## src/dqr_regs.svh

```systemverilog
// Constants for the device information query responder.
// Assumes plain 8-bit ASCII characters on the command link.
`ifndef DQR_REGS_SVH
`define DQR_REGS_SVH

// Command characters
`define DQR_CMD_KIND 8'h74
`define DQR_CMD_HWREV 8'h76
`define DQR_CMD_FWREV 8'h56
`define DQR_CMD_DATE 8'h44
`define DQR_CMD_PNUM 8'h4E
`define DQR_CMD_PID 8'h50
`define DQR_CMD_UPTM 8'h55
`define DQR_CMD_TOTL 8'h75
`define DQR_CMD_CPU 8'h43
`define DQR_CMD_RBT 8'h23

// Reply field lengths, in digits or characters
`define DQR_LEN_WORD 5'h04
`define DQR_LEN_PNUM 5'h08
`define DQR_LEN_UPTM 5'h12
`define DQR_LEN_TOTL 5'h10
`define DQR_LEN_CPU 5'h07
`define DQR_LEN_DATE 5'h0B
`define DQR_PID_MAX 16

// Time base: one fraction step is 1/256 s
`define DQR_CLK_PERIOD_NS 50
`define DQR_FRAC_PERIOD_NS 3906250
`define DQR_FRAC_CYCLES (`DQR_FRAC_PERIOD_NS / `DQR_CLK_PERIOD_NS)
`define DQR_FIFO_DEPTH 8

`endif

```

## src/dqr_pkg.sv

```systemverilog
// Types for the device information query responder.
// Assumes dqr_regs.svh is on the include path.
package dqr_pkg;
    typedef logic [7:0] dqr_char_t;
    typedef logic [15:0] dqr_word_t;
    typedef logic [31:0] dqr_dword_t;
    typedef enum logic [5:0] {
        DQR_IDLE = 6'b00_0001,
        DQR_WEOM = 6'b00_0010,
        DQR_SCMD = 6'b00_0100,
        DQR_BODY = 6'b00_1000,
        DQR_SEOM = 6'b01_0000,
        DQR_RBT = 6'b10_0000
    } dqr_state_t;
endpackage

```

## src/dqr_fifo.sv

```systemverilog
// Reply character FIFO, flip-flop storage indexed by pointers.
// Assumes one clock and an active-low asynchronous reset.
`timescale 1ns/10ps
module dqr_fifo #(
    parameter int WIDTH = 8,
    parameter int DEPTH = 8
) (
    // Clock and reset
    input wire logic clk_i,
    input wire logic rst_n_i,
    // Fill side
    input wire logic in_valid_i,
    output logic in_ready_o,
    input wire logic [WIDTH-1:0] in_data_i,
    // Drain side
    output logic out_valid_o,
    input wire logic out_ready_i,
    output logic [WIDTH-1:0] out_data_o,
    output logic empty_o
);
    localparam int AW = $clog2(DEPTH);
    logic [WIDTH-1:0] mem_ff [DEPTH];
    logic [AW-1:0] wr_ff;
    logic [AW-1:0] rd_ff;
    logic [AW:0] cnt_ff;
    logic push;
    logic pop;

    assign in_ready_o = (cnt_ff != DEPTH[AW:0]);
    assign out_valid_o = (cnt_ff != '0);
    assign empty_o = (cnt_ff == '0);
    assign push = in_valid_i && in_ready_o;
    assign pop = out_valid_o && out_ready_i;
    assign out_data_o = mem_ff[rd_ff];

    function automatic logic [AW-1:0] wrap_inc(input logic [AW-1:0] p);
        wrap_inc = (p == AW'(DEPTH - 1)) ? '0 : p + 1'b1;
    endfunction

    always_ff @(posedge clk_i) begin
        if (push) begin
            mem_ff[wr_ff] <= in_data_i;
        end
    end

    always_ff @(posedge clk_i or negedge rst_n_i) begin
        if (!rst_n_i) begin
            wr_ff <= '0;
            rd_ff <= '0;
            cnt_ff <= '0;
        end else begin
            if (push) wr_ff <= wrap_inc(wr_ff);
            if (pop) rd_ff <= wrap_inc(rd_ff);
            cnt_ff <= cnt_ff + {{AW{1'b0}}, push} - {{AW{1'b0}}, pop};
        end
    end
endmodule // dqr_fifo

```

## src/dqr_timekeep.sv

```systemverilog
// Uptime, operating time and lifetime totals.
// Assumes reset comes from a device restart; totals are reloaded
// from nonvolatile storage after every reset release.
`timescale 1ns/10ps
`include "dqr_regs.svh"
module dqr_timekeep #(
    parameter int FRAC_CYCLES = `DQR_FRAC_CYCLES
) (
    input wire logic clk_i,
    input wire logic rst_n_i,
    input wire logic active_i,
    input wire logic [31:0] nv_up_i,
    input wire logic [31:0] nv_op_i,
    output logic [31:0] sec_o,
    output logic [7:0] frac_o,
    output logic [31:0] op_o,
    output logic [31:0] tot_up_o,
    output logic [31:0] tot_op_o
);
    logic [16:0] pre_ff;
    logic [7:0] opfrac_ff;
    logic loaded_ff;
    logic tick;

    assign tick = (pre_ff == 17'(FRAC_CYCLES - 1));

    always_ff @(posedge clk_i or negedge rst_n_i) begin
        if (!rst_n_i) pre_ff <= '0;
        else pre_ff <= tick ? '0 : pre_ff + 1'b1;
    end

    // Cleared only by reset, so uptime restarts with the device
    always_ff @(posedge clk_i or negedge rst_n_i) begin
        if (!rst_n_i) begin
            frac_o <= '0;
            sec_o <= '0;
        end else if (tick) begin
            frac_o <= frac_o + 1'b1;
            if (frac_o == 8'hFF) sec_o <= sec_o + 1'b1;
        end
    end

    always_ff @(posedge clk_i or negedge rst_n_i) begin
        if (!rst_n_i) begin
            opfrac_ff <= '0;
            op_o <= '0;
        end else if (tick && active_i) begin
            opfrac_ff <= opfrac_ff + 1'b1;
            if (opfrac_ff == 8'hFF) op_o <= op_o + 1'b1;
        end
    end

    // Totals are caught after release, never under reset itself
    always_ff @(posedge clk_i or negedge rst_n_i) begin
        if (!rst_n_i) begin
            loaded_ff <= 1'b0;
            tot_up_o <= '0;
            tot_op_o <= '0;
        end else if (!loaded_ff) begin
            loaded_ff <= 1'b1;
            tot_up_o <= nv_up_i;
            tot_op_o <= nv_op_i;
        end else if (tick) begin
            if (frac_o == 8'hFF) tot_up_o <= tot_up_o + 1'b1;
            if (active_i && opfrac_ff == 8'hFF)
                tot_op_o <= tot_op_o + 1'b1;
        end
    end

    sec_wrap_a: assert property (
        @(posedge clk_i) disable iff (!rst_n_i)
        tick && frac_o == 8'hFF |=> frac_o == 8'h00 &&
        sec_o == $past(sec_o) + 1)
        else $error("seconds did not advance on fraction wrap");
    op_hold_a: assert property (
        @(posedge clk_i) disable iff (!rst_n_i)
        !active_i |=> op_o == $past(op_o))
        else $error("operating time moved while inactive");
endmodule // dqr_timekeep

```

## src/dqr_top.sv

```systemverilog
// Device information query responder: parses one-letter commands,
// answers through a reply FIFO, keeps time and requests restart.
// Assumes a UART outside handles bits and baud; characters arrive
// and leave as valid/ready bytes synchronous to CLK_I.
// Notes on behaviour
// - 't' replies 't', four hex digits of hardware kind, end mark.
// - 'v' replies 'v', four hex digits of hardware revision, end mark.
// - 'V' replies 'V', four hex digits of firmware revision, end mark.
// - Revision values are unsigned 16-bit with main and sub numbers.
// - Upper byte holds main revision, lower byte the sub-revision.
// - 'D' replies 'D' and eleven plain build date characters.
// - 'N' replies 'N' and eight hex digits of product number.
// - 'P' replies 'P' and identification text, no null sent.
// - 'U' replies seconds (8), fraction (2), operating time (8) hex.
// - Fraction counts 1/256 second steps.
// - Uptime counts since last start and clears on restart.
// - Operating time advances only while the device is activated.
// - Lifetime totals persist across restarts and power loss.
// - 'u' replies total uptime and total operating time, 8 hex each.
// - 'C' replies three hex digits load, four hex digits frequency.
// - Load in thousandths; frequency in 1024 Hz units.
// - Clock frequency is locked and serves as baud time base.
// - '#' echoes '#' then the device reboots.
// - Restart echo uses old baud; default rate applies afterwards.
`timescale 1ns/10ps
`include "dqr_regs.svh"
module dqr_top
    import dqr_pkg::*;
#(
    parameter int FRAC_CYCLES = `DQR_FRAC_CYCLES
) (
    // Clock and reset
    input wire logic CLK_I,
    input wire logic RST_B_I,
    // Received characters
    input wire logic RX_VALID_I,
    output logic RX_READY_O,
    input wire dqr_pkg::dqr_char_t RX_DATA_I,
    // Reply characters
    output logic TX_VALID_O,
    input wire logic TX_READY_I,
    output dqr_pkg::dqr_char_t TX_DATA_O,
    input wire logic TX_IDLE_I,
    // Identity and build values
    input wire dqr_pkg::dqr_word_t HW_KIND_I,
    input wire dqr_pkg::dqr_word_t HW_REV_I,
    input wire dqr_pkg::dqr_word_t FW_REV_I,
    input wire dqr_pkg::dqr_dword_t PROD_NUM_I,
    input wire logic [87:0] BUILD_DATE_I,
    input wire logic [127:0] PROD_ID_I,
    input wire logic [4:0] PROD_ID_LEN_I,
    // Processor status
    input wire logic [9:0] CPU_LOAD_I,
    input wire dqr_pkg::dqr_word_t CPU_FREQ_I,
    input wire logic ACTIVE_I,
    // Nonvolatile totals
    input wire dqr_pkg::dqr_dword_t NV_UP_I,
    input wire dqr_pkg::dqr_dword_t NV_OP_I,
    output dqr_pkg::dqr_dword_t TOT_UP_O,
    output dqr_pkg::dqr_dword_t TOT_OP_O,
    // Restart
    output logic REBOOT_O
);
    import dqr_pkg::*;

    ////////////////////////////////////////////////////////////////////
    // Reset release

    logic rst_meta_ff;
    logic rst_sync_ff;
    always_ff @(posedge CLK_I or negedge RST_B_I) begin
        if (!RST_B_I) begin
            rst_meta_ff <= 1'b0;
            rst_sync_ff <= 1'b0;
        end else begin
            rst_meta_ff <= 1'b1;
            rst_sync_ff <= rst_meta_ff;
        end
    end

    ////////////////////////////////////////////////////////////////////
    // Declarations

    dqr_state_t st_ff;
    dqr_state_t nxt_st;
    dqr_char_t cmd_ff;
    dqr_char_t eom_ff;
    logic [127:0] shr_ff;
    logic [4:0] cnt_ff;
    logic hex_ff;
    logic reboot_ff;
    logic rx_fire;
    logic push;
    logic f_ready;
    logic f_empty;
    dqr_char_t push_data;
    logic [31:0] sec;
    logic [7:0] frac;
    logic [31:0] optm;

    function automatic dqr_char_t hex_ascii(input logic [3:0] n);
        hex_ascii = (n < 4'hA) ? 8'h30 + {4'h0, n}
                               : 8'h37 + {4'h0, n};
    endfunction

    function automatic logic known_cmd(input dqr_char_t c);
        known_cmd = c inside {`DQR_CMD_KIND, `DQR_CMD_HWREV,
            `DQR_CMD_FWREV, `DQR_CMD_DATE, `DQR_CMD_PNUM,
            `DQR_CMD_PID, `DQR_CMD_UPTM, `DQR_CMD_TOTL,
            `DQR_CMD_CPU, `DQR_CMD_RBT};
    endfunction

    ////////////////////////////////////////////////////////////////////
    // Command intake and reply sequencing

    assign RX_READY_O = (st_ff == DQR_IDLE) || (st_ff == DQR_WEOM);
    assign rx_fire = RX_VALID_I && RX_READY_O;

    always_comb begin
        nxt_st = st_ff;
        unique case (st_ff)
            DQR_IDLE: begin
                if (rx_fire && known_cmd(RX_DATA_I)) nxt_st = DQR_WEOM;
            end
            DQR_WEOM: begin
                if (rx_fire) nxt_st = DQR_SCMD;
            end
            DQR_SCMD: begin
                if (f_ready) nxt_st = (cnt_ff == '0) ? DQR_SEOM : DQR_BODY;
            end
            DQR_BODY: begin
                if (f_ready && cnt_ff == 5'h01) nxt_st = DQR_SEOM;
            end
            DQR_SEOM: begin
                if (f_ready)
                    nxt_st = (cmd_ff == `DQR_CMD_RBT) ? DQR_RBT : DQR_IDLE;
            end
            DQR_RBT: begin
                if (reboot_ff) nxt_st = DQR_IDLE;
            end
        endcase
    end

    always_ff @(posedge CLK_I or negedge rst_sync_ff) begin
        if (!rst_sync_ff) st_ff <= DQR_IDLE;
        else st_ff <= nxt_st;
    end

    always_ff @(posedge CLK_I or negedge rst_sync_ff) begin
        if (!rst_sync_ff) begin
            cmd_ff <= 8'h00;
            eom_ff <= 8'h00;
        end else if (rx_fire && st_ff == DQR_IDLE) begin
            cmd_ff <= RX_DATA_I;
        end else if (rx_fire) begin
            eom_ff <= RX_DATA_I;
        end
    end

    // Fields are snapshot with the end mark so multi-field replies
    // are coherent; the cost is a 128-bit shift register.
    always_ff @(posedge CLK_I or negedge rst_sync_ff) begin
        if (!rst_sync_ff) begin
            shr_ff <= '0;
            cnt_ff <= '0;
            hex_ff <= 1'b1;
        end else if (rx_fire && st_ff == DQR_WEOM) begin
            hex_ff <= 1'b1;
            shr_ff <= '0;
            cnt_ff <= '0;
            unique case (cmd_ff)
                `DQR_CMD_KIND: begin
                    shr_ff[127:112] <= HW_KIND_I;
                    cnt_ff <= `DQR_LEN_WORD;
                end
                `DQR_CMD_HWREV: begin
                    shr_ff[127:112] <= HW_REV_I;
                    cnt_ff <= `DQR_LEN_WORD;
                end
                `DQR_CMD_FWREV: begin
                    shr_ff[127:112] <= FW_REV_I;
                    cnt_ff <= `DQR_LEN_WORD;
                end
                `DQR_CMD_DATE: begin
                    shr_ff[127:40] <= BUILD_DATE_I;
                    cnt_ff <= `DQR_LEN_DATE;
                    hex_ff <= 1'b0;
                end
                `DQR_CMD_PNUM: begin
                    shr_ff[127:96] <= PROD_NUM_I;
                    cnt_ff <= `DQR_LEN_PNUM;
                end
                `DQR_CMD_PID: begin
                    // Length excludes any terminator; capped at 16
                    shr_ff <= PROD_ID_I;
                    cnt_ff <= (PROD_ID_LEN_I > 5'(`DQR_PID_MAX))
                        ? 5'(`DQR_PID_MAX) : PROD_ID_LEN_I;
                    hex_ff <= 1'b0;
                end
                `DQR_CMD_UPTM: begin
                    shr_ff[127:56] <= {sec, frac, optm};
                    cnt_ff <= `DQR_LEN_UPTM;
                end
                `DQR_CMD_TOTL: begin
                    shr_ff[127:64] <= {TOT_UP_O, TOT_OP_O};
                    cnt_ff <= `DQR_LEN_TOTL;
                end
                `DQR_CMD_CPU: begin
                    // Frequency word comes from the locking loop that
                    // also clocks the UART baud divider
                    shr_ff[127:100] <= {2'b00, CPU_LOAD_I,
                        CPU_FREQ_I};
                    cnt_ff <= `DQR_LEN_CPU;
                end
                default: begin
                    cnt_ff <= '0;
                end
            endcase
        end else if (st_ff == DQR_BODY && f_ready) begin
            // Most significant digit or character leaves first
            shr_ff <= hex_ff ? {shr_ff[123:0], 4'h0}
                             : {shr_ff[119:0], 8'h00};
            cnt_ff <= cnt_ff - 1'b1;
        end
    end

    always_comb begin
        push = 1'b0;
        push_data = 8'h00;
        unique case (st_ff)
            DQR_SCMD: begin
                push = 1'b1;
                push_data = cmd_ff;
            end
            DQR_BODY: begin
                push = 1'b1;
                push_data = hex_ff ? hex_ascii(shr_ff[127:124])
                                   : shr_ff[127:120];
            end
            DQR_SEOM: begin
                push = 1'b1;
                push_data = eom_ff;
            end
            default: begin
                push = 1'b0;
            end
        endcase
    end

    ////////////////////////////////////////////////////////////////////
    // Restart request

    // Reboot waits until the echo has fully left at the current rate;
    // the UART returns to its default rate with the restart reset.
    always_ff @(posedge CLK_I or negedge rst_sync_ff) begin
        if (!rst_sync_ff) reboot_ff <= 1'b0;
        else reboot_ff <= (st_ff == DQR_RBT) && f_empty && TX_IDLE_I &&
            !reboot_ff;
    end
    assign REBOOT_O = reboot_ff;

    ////////////////////////////////////////////////////////////////////
    // Submodules

    dqr_fifo #(
        .WIDTH(8),
        .DEPTH(`DQR_FIFO_DEPTH)
    ) u_fifo (
        .clk_i(CLK_I),
        .rst_n_i(rst_sync_ff),
        .in_valid_i(push),
        .in_ready_o(f_ready),
        .in_data_i(push_data),
        .out_valid_o(TX_VALID_O),
        .out_ready_i(TX_READY_I),
        .out_data_o(TX_DATA_O),
        .empty_o(f_empty)
    );

    dqr_timekeep #(
        .FRAC_CYCLES(FRAC_CYCLES)
    ) u_time (
        .clk_i(CLK_I),
        .rst_n_i(rst_sync_ff),
        .active_i(ACTIVE_I),
        .nv_up_i(NV_UP_I),
        .nv_op_i(NV_OP_I),
        .sec_o(sec),
        .frac_o(frac),
        .op_o(optm),
        .tot_up_o(TOT_UP_O),
        .tot_op_o(TOT_OP_O)
    );

    ////////////////////////////////////////////////////////////////////
    // Checks

    logic snap;
    assign snap = rx_fire && st_ff == DQR_WEOM;

    kind_len_a: assert property (
        @(posedge CLK_I) disable iff (!rst_sync_ff)
        snap && cmd_ff == `DQR_CMD_KIND |=> cnt_ff == 5'h04 && hex_ff
        && shr_ff[127:112] == $past(HW_KIND_I))
        else $error("kind reply not four hex digits");
    hwrev_len_a: assert property (
        @(posedge CLK_I) disable iff (!rst_sync_ff)
        snap && cmd_ff == `DQR_CMD_HWREV |=> cnt_ff == 5'h04 && hex_ff)
        else $error("hardware revision length wrong");
    fwrev_len_a: assert property (
        @(posedge CLK_I) disable iff (!rst_sync_ff)
        snap && cmd_ff == `DQR_CMD_FWREV |=> cnt_ff == 5'h04 && hex_ff)
        else $error("firmware revision length wrong");
    date_text_a: assert property (
        @(posedge CLK_I) disable iff (!rst_sync_ff)
        snap && cmd_ff == `DQR_CMD_DATE |=> cnt_ff == 5'h0B && !hex_ff)
        else $error("date reply not eleven characters");
    pnum_len_a: assert property (
        @(posedge CLK_I) disable iff (!rst_sync_ff)
        snap && cmd_ff == `DQR_CMD_PNUM |=> cnt_ff == 5'h08)
        else $error("product number length wrong");
    uptm_len_a: assert property (
        @(posedge CLK_I) disable iff (!rst_sync_ff)
        snap && cmd_ff == `DQR_CMD_UPTM |=> cnt_ff == 5'h12)
        else $error("uptime reply length wrong");
    cpu_len_a: assert property (
        @(posedge CLK_I) disable iff (!rst_sync_ff)
        snap && cmd_ff == `DQR_CMD_CPU |=> cnt_ff == 5'h07)
        else $error("cpu reply length wrong");
    cmd_echo_a: assert property (
        @(posedge CLK_I) disable iff (!rst_sync_ff)
        st_ff == DQR_SCMD |-> push && known_cmd(cmd_ff))
        else $error("reply does not start with a known command");
    rbt_seq_a: assert property (
        @(posedge CLK_I) disable iff (!rst_sync_ff)
        st_ff == DQR_SEOM && f_ready && cmd_ff == `DQR_CMD_RBT
        |=> st_ff == DQR_RBT)
        else $error("restart not entered after echo");
    rbt_drain_a: assert property (
        @(posedge CLK_I) disable iff (!rst_sync_ff)
        REBOOT_O |-> $past(f_empty) && $past(TX_IDLE_I))
        else $error("reboot before echo left");
endmodule // dqr_top

```

## config.mk

```make
export PLATFORM = sky130hd
export DESIGN_NAME = dqr_top
export DESIGN_NICKNAME = d
export VERILOG_FILES = /design/src/dqr_pkg.sv /design/src/dqr_fifo.sv /design/src/dqr_timekeep.sv /design/src/dqr_top.sv
export VERILOG_INCLUDE_DIRS = /design/src
export SDC_FILE = /design/constraint.sdc
export NUM_CORES = 1
export LEC_CHECK = 0
export ABC_AREA = 0
export BUFFER_PORTS_ARGS = -buffer_cell sky130_fd_sc_hd__buf_4
export CAP_MARGIN = 20
export CORE_MARGIN = 4
export CORE_UTILIZATION = 60
export DETAILED_ROUTE_END_ITERATION = 6
export GPL_ROUTABILITY_DRIVEN = 0
export PLACE_DENSITY = 0.84
export SLEW_MARGIN = 20
export SYNTH_ARGS = -nofsm -noshare
export SYNTH_HDL_FRONTEND = slang
export SYNTH_SLANG_ARGS = --single-unit
```

## constraint.sdc

```tcl
create_clock -name CLK_I -period 24.5 [get_ports CLK_I]
set_clock_uncertainty 0.1 [all_clocks]
set_input_delay 4.9 -clock CLK_I [delete_from_list [all_inputs] [get_ports CLK_I]]
set_output_delay 4.9 -clock CLK_I [all_outputs]
set_load 0.02 [all_outputs]
```

# [Yosys cells after proc, flatten, opt, wreduce, memory -nomap -nowiden]
# Memory sizes are Yosys's and may differ from the RTL's.
# Index checks and enable logic that the tools add are counted.
[classes] n_addsub=14 n_lt_le_gt_ge=2 eq_ne=42 mux=39 bitwise_logic=1 n_reduce_logical=29
[op_table] cell="128-bit 2-to-1 mux" count=3
[op_table] cell="32-bit 2-to-1 mux" count=6
[op_table] cell="8-bit by 7-bit equality test with 1-bit output, second input constant" count=18
[op_table] cell="16-bit one-hot mux with 9 select lines" count=1
[op_table] cell="32-bit by 1-bit adder with 32-bit output, second input constant" count=4
[op_table] cell="32-bit one-hot mux with 4 select lines" count=1
[op_table] cell="12-bit one-hot mux with 6 select lines" count=1
[op_table] cell="8-bit one-hot mux with 3 select lines" count=2
[op_table] cell="6-bit 2-to-1 mux" count=7
[op_table] cell="40-bit 2-to-1 mux" count=1
[op_table] cell="6-bit one-hot mux with 6 select lines" count=1
[op_table] cell="5-bit one-hot mux with 7 select lines" count=1
[op_table] cell="16-bit one-hot mux with 2 select lines" count=1
[op_table] cell="5-bit 2-to-1 mux" count=4
[op_table] cell="4-bit one-hot mux with 5 select lines" count=1
[op_table] cell="2-bit inequality test, second input constant" count=9
[op_table] cell="17-bit by 1-bit adder with 17-bit output, second input constant" count=1
[op_table] cell="17-bit equality test, second input constant" count=1
[op_table] cell="17-bit 2-to-1 mux" count=1
[op_table] cell="8-bit by 1-bit adder with 8-bit output, second input constant" count=2
[op_table] cell="8-bit by 6-bit equality test with 1-bit output, second input constant" count=2
[op_table] cell="8-bit equality test, second input constant" count=2
[op_table] cell="6-bit by 4-bit adder with 7-bit output, first input constant" count=2
[op_table] cell="1-bit logical AND" count=13
[op_table] cell="other kinds (31)" count=42
[word_totals] ff_bits=331 mem_bits_rw=64 wordCells=148 memories=1
[mem_list] name="u_fifo.mem_ff" words=8 width=8 rd=1 rd_clocked_by_memory_dff=0 wr=1 line_no="dqr_fifo.sv:22" source="logic [WIDTH-1:0] mem_ff [DEPTH];"

# [Logic depth before layout (Yosys ltp)]
[depth] depth_word=6 depth_mapped=11 depth_no_buf=11

# [Modules after synthesis]
# Synthesis repeated with hierarchy kept, for this count alone.
[unflattened] cells_unflattened=2257 area_unflattened_um2=22402.7
[by_module_without_submodules] mod="dqr_top" n_inst=1 cells_per_inst=1221 area_per_inst_um2=10953.0 seq_area_each_um2=3981.3
[by_module_without_submodules] mod="dqr_timekeep" n_inst=1 cells_per_inst=884 area_per_inst_um2=8346.8 seq_area_each_um2=4053.9
[by_module_without_submodules] mod="dqr_fifo" n_inst=1 cells_per_inst=152 area_per_inst_um2=3103.0 seq_area_each_um2=2172.1

# [Worst setup path after synthesis]
# No wires, ideal clock.
[synth_path] path_type="flip-flop to output port" startpoint="register u_fifo.rd_ff[0]" endpoint="output TX_DATA_O[0]" arrival_time_ns=1.981 t_required_ns=19.500 slack_ns=17.519 stages_incl_launch_ff=5 n_path_buf=2 cell_sequence="dfrtp_1 clkbuf_1 buf_2 mux4_2 mux2_2"
[synth_via] elab_chain_len=1
[synth_rtl] element="from (decl)" line_no="dqr_fifo.sv:24" source="logic [AW-1:0] rd_ff;"
[synth_rtl] element="from (signal assigned)" line_no="dqr_fifo.sv:53" source="if (pop) rd_ff <= wrap_inc(rd_ff);"
[synth_rtl] element="memory 8 x 8 bit"
[synth_rtl] element="to (decl)" line_no="dqr_top.sv:42" source="output dqr_pkg::dqr_char_t TX_DATA_O,"
# Every way passes these cells.

# [Final worst setup path]
[layout_path] startpoint="register u_fifo.rd_ff[0]" endpoint="output TX_DATA_O[7]"
# The elaborated chain is that of the path after synthesis.

==> results.json <==
{
  "crit_type": "flip-flop to output port",
  "cts_setup_buffers": 0,
  "synth-main-ff-cell": "dfrtp_1",
  "post_cts_resized": 0,
  "cts_hold_buf": 0,
  "cts_tree": "yes",
  "outcome": "completed",
  "period_share_pct": 30.2,
  "worst_pin_slew_ns": 1.15,
  "ios": 480,
  "area_growth_pct": 23.3,
  "placed_cells": 3061,
  "cpMaxStageDelayCell": "dfrtp_2",
  "finalPower_mw": 2.57,
  "cts_num_sinks": 395,
  "grt_usage_pct": 34.8,
  "syn_area_um2": 22300,
  "ys_types": 82,
  "end_kind": "output port",
  "synth_common_cells": "dfrtp_1, nand2_1, nor2_1, a21oi_1, mux2i_1",
  "synthAdderAreaFrac_pct": 1.32,
  "critPathArrivalTime_ns": 2.39,
  "ir_drop_v": 0.0000512,
  "drc": 0,
  "synth_top_area_share_pct": 36.9,
  "ys_seq_elements": 395,
  "r2r-start": "cmd_ff[1]$_DFFE_PN0P_",
  "synth_top_family_by_area": "compound AO/OA/AOI/OAI gates",
  "maxSlewHeadroom_pct": 22.4,
  "fmax_ghz": 0.135,
  "setup_viol": 0,
  "clk_latency_ns": 0.58,
  "clk_pin_slew_ns": 0.06,
  "grt_first_pass_wirelength_um": 113000,
  "worstSetupStartpoint": "u_fifo.rd_ff[0]$_DFFE_PN0P_",
  "finalNetCount": 3067,
  "cts_buffers": 43,
  "min_path_type": "flip-flop to asynchronous set/reset pin",
  "wirelength_um": 72600,
  "wl_per_cell_um": 23.1,
  "synthCells": 2260,
  "die-area_um2": 40300,
  "ys_seq_area_share_pct": 45.7,
  "synth.area.mux_share_pct": 9.41,
  "final_util_pct": 75.2,
  "slowest_delay_ns": 0.76,
  "yosys_warnings": 0,
  "start_util_pct": 61.0,
  "viasPerCell": 6.55,
  "maxCapViolCount": 0,
  "hold_violations": 0,
  "synth_compound_area_share_pct": 18.5,
  "h-tree-depth": 2,
  "die_y_um": 201,
  "finalCriticalPeriod_ns": 7.39,
  "cts_buffer_depth": 3,
  "grt_pass1_vias": 20300,
  "critPathRequiredTime_ns": 19.50,
  "crit_chain": "mux4_2, mux2_2, buf_4",
  "grt_remaining_overflow": 0,
  "hpwl_um": 51000,
  "post-synth-top-count-cell": "dfrtp_1",
  "tns_ns": 0,
  "synth-edff-count": 64,
  "dp_slack_ns": 17.05,
  "fp.dieW_um": 201,
  "syn_avg_cell_area_um2": 9.87,
  "ant_nets": 0,
  "fillers": 2567,
  "num_rows": 70,
  "drt_iter0_drc": 2444,
  "io_buffers": 479,
  "first_pass_iters": 7,
  "netlist_top_cells_area": "dfrtp_1, edfxtp_1, mux2i_1",
  "synth_simple_gate_area_share_pct": 15.1,
  "yosysTopAreaCell": "dfrtp_1",
  "setup_ws_ns": 17.11,
  "synth_xor_area_share_pct": 6.24,
  "fp.coreArea_um2": 36600,
  "rsz0062_at_grt": "false",
  "pwr_density_cell_nw_per_um2": 93.2,
  "antenna_found_initial": 4,
  "finalNonFillerCells": 3142,
  "ys_async_sr_fraction_pct": 83.8,
  "grt_max_degree": 183,
  "root_buffer": "clkbuf_16",
  "p_leak_nw": 11.7,
  "crit_path_max_fanout": 19,
  "num_vias": 20600,
  "drv_slew": 0,
  "drive_above_1_share_pct": 24.4,
  "start_kind": "flip-flop"
}
-- through the flow --
step                instance area, um^2  hold WS, ns
CTS                               27500        0.263
floorplan                         22300        0.231
global placement                  26000        0.241
detailed placement                26000        0.250
finish                            27500        0.139
global route                      27500        0.167
-- path summary, 6_finish.rpt --
check	endpoint	slack, ns	cells past startpoint
worst min register to register	u_time.tot_op_o[26]$_DFFE_PN0P_	0.14	0
worst max register to register	shr_ff[123]$_DFFE_PN0P_	20.56	5
worst min-delay path	u_time.tot_op_o[26]$_DFFE_PN0P_	0.14	0
worst max-delay path	TX_DATA_O[7]	17.11	3
max in group asynchronous	rst_sync_ff$_DFF_PN0_	20.20	1
min in group CLK_I	rst_sync_ff$_DFF_PN0_	0.26	0
-- area by class of cell --
| class | instances | area, um^2 | area share [%] |
|---|---|---|---|
| multi-input cells | 1668 | 11400 | 41.3 |
| inverters | 30 | 113 | 0.409 |
| diodes | 3 | 7.51 | 0.0273 |
| repair buffers | 501 | 3790 | 13.8 |
| clock inverters | 12 | 135 | 0.491 |
| flip-flops and latches | 395 | 10200 | 37.1 |
| clock buffers | 65 | 1300 | 4.72 |
| well taps | 468 | 586 | 2.13 |
-- kinds of logic after synthesis --
logic type / count (synthesis)
simple gates: 675
compound gates: 623
flops: 395
buf+inv: 198
mux: 186
xor+xnor: 159
fa+ha+maj: 23
other cells: 1
-- per-layer routing --
metal / routed length, um / vias to the layer above / track usage (%) / part of all wire (%)
met4: 2900 / 0 / 13.6 / 4.0
met5: 0 / - / 0 / 0
met3: 6810 / 213 / 7.32 / 9.4
li1: - / 9152 / - / -
met2: 34400 / 1185 / 55.7 / 47
met1: 28500 / 10000 / 47.0 / 39
-- cells in the final DEF, fill, tap and decap left out, drive strengths merged, types with 60 or more instances in the layout --
cell type,synthesis,layout
a22oi,114,114
xnor2,99,99
nand2,205,205
o21ai,112,112
mux2i,140,140
buf,48,501
nor2,182,182
xor2,60,60
a21oi,151,151
clkbuf,120,65
edfxtp,64,64
nand3,84,84
dfrtp,329,329
-- report_power, final --
| part | internal [mW] | total (mW) | switching (mW) |
|---|---|---|---|
| registers | 0.820 | 1.02 | 0.197 |
| clock network | 0.388 | 0.658 | 0.271 |
| logic | 0.408 | 0.891 | 0.482 |
| total | 1.62 | 2.57 | 0.950 |
-- worst max-delay path, delay by kind of cell, from the launching register on --
| family | cells | cell delay (ns) |
|---|---|---|
| buffers and inverters | 1 | 0.16 |
| flip-flops | 1 | 0.76 |
| multiplexers | 2 | 0.89 |
-- registers in the layout (all words and copies together), names as in the netlist, 17 cells and up --
signal	flops
shr_ff	128
u_fifo.mem_ff	64
u_time.op_o	32
u_time.pre_ff	17
u_time.sec_o	32
u_time.tot_op_o	32
u_time.tot_up_o	32
Note: power is estimated with default switching activity, not from simulation.
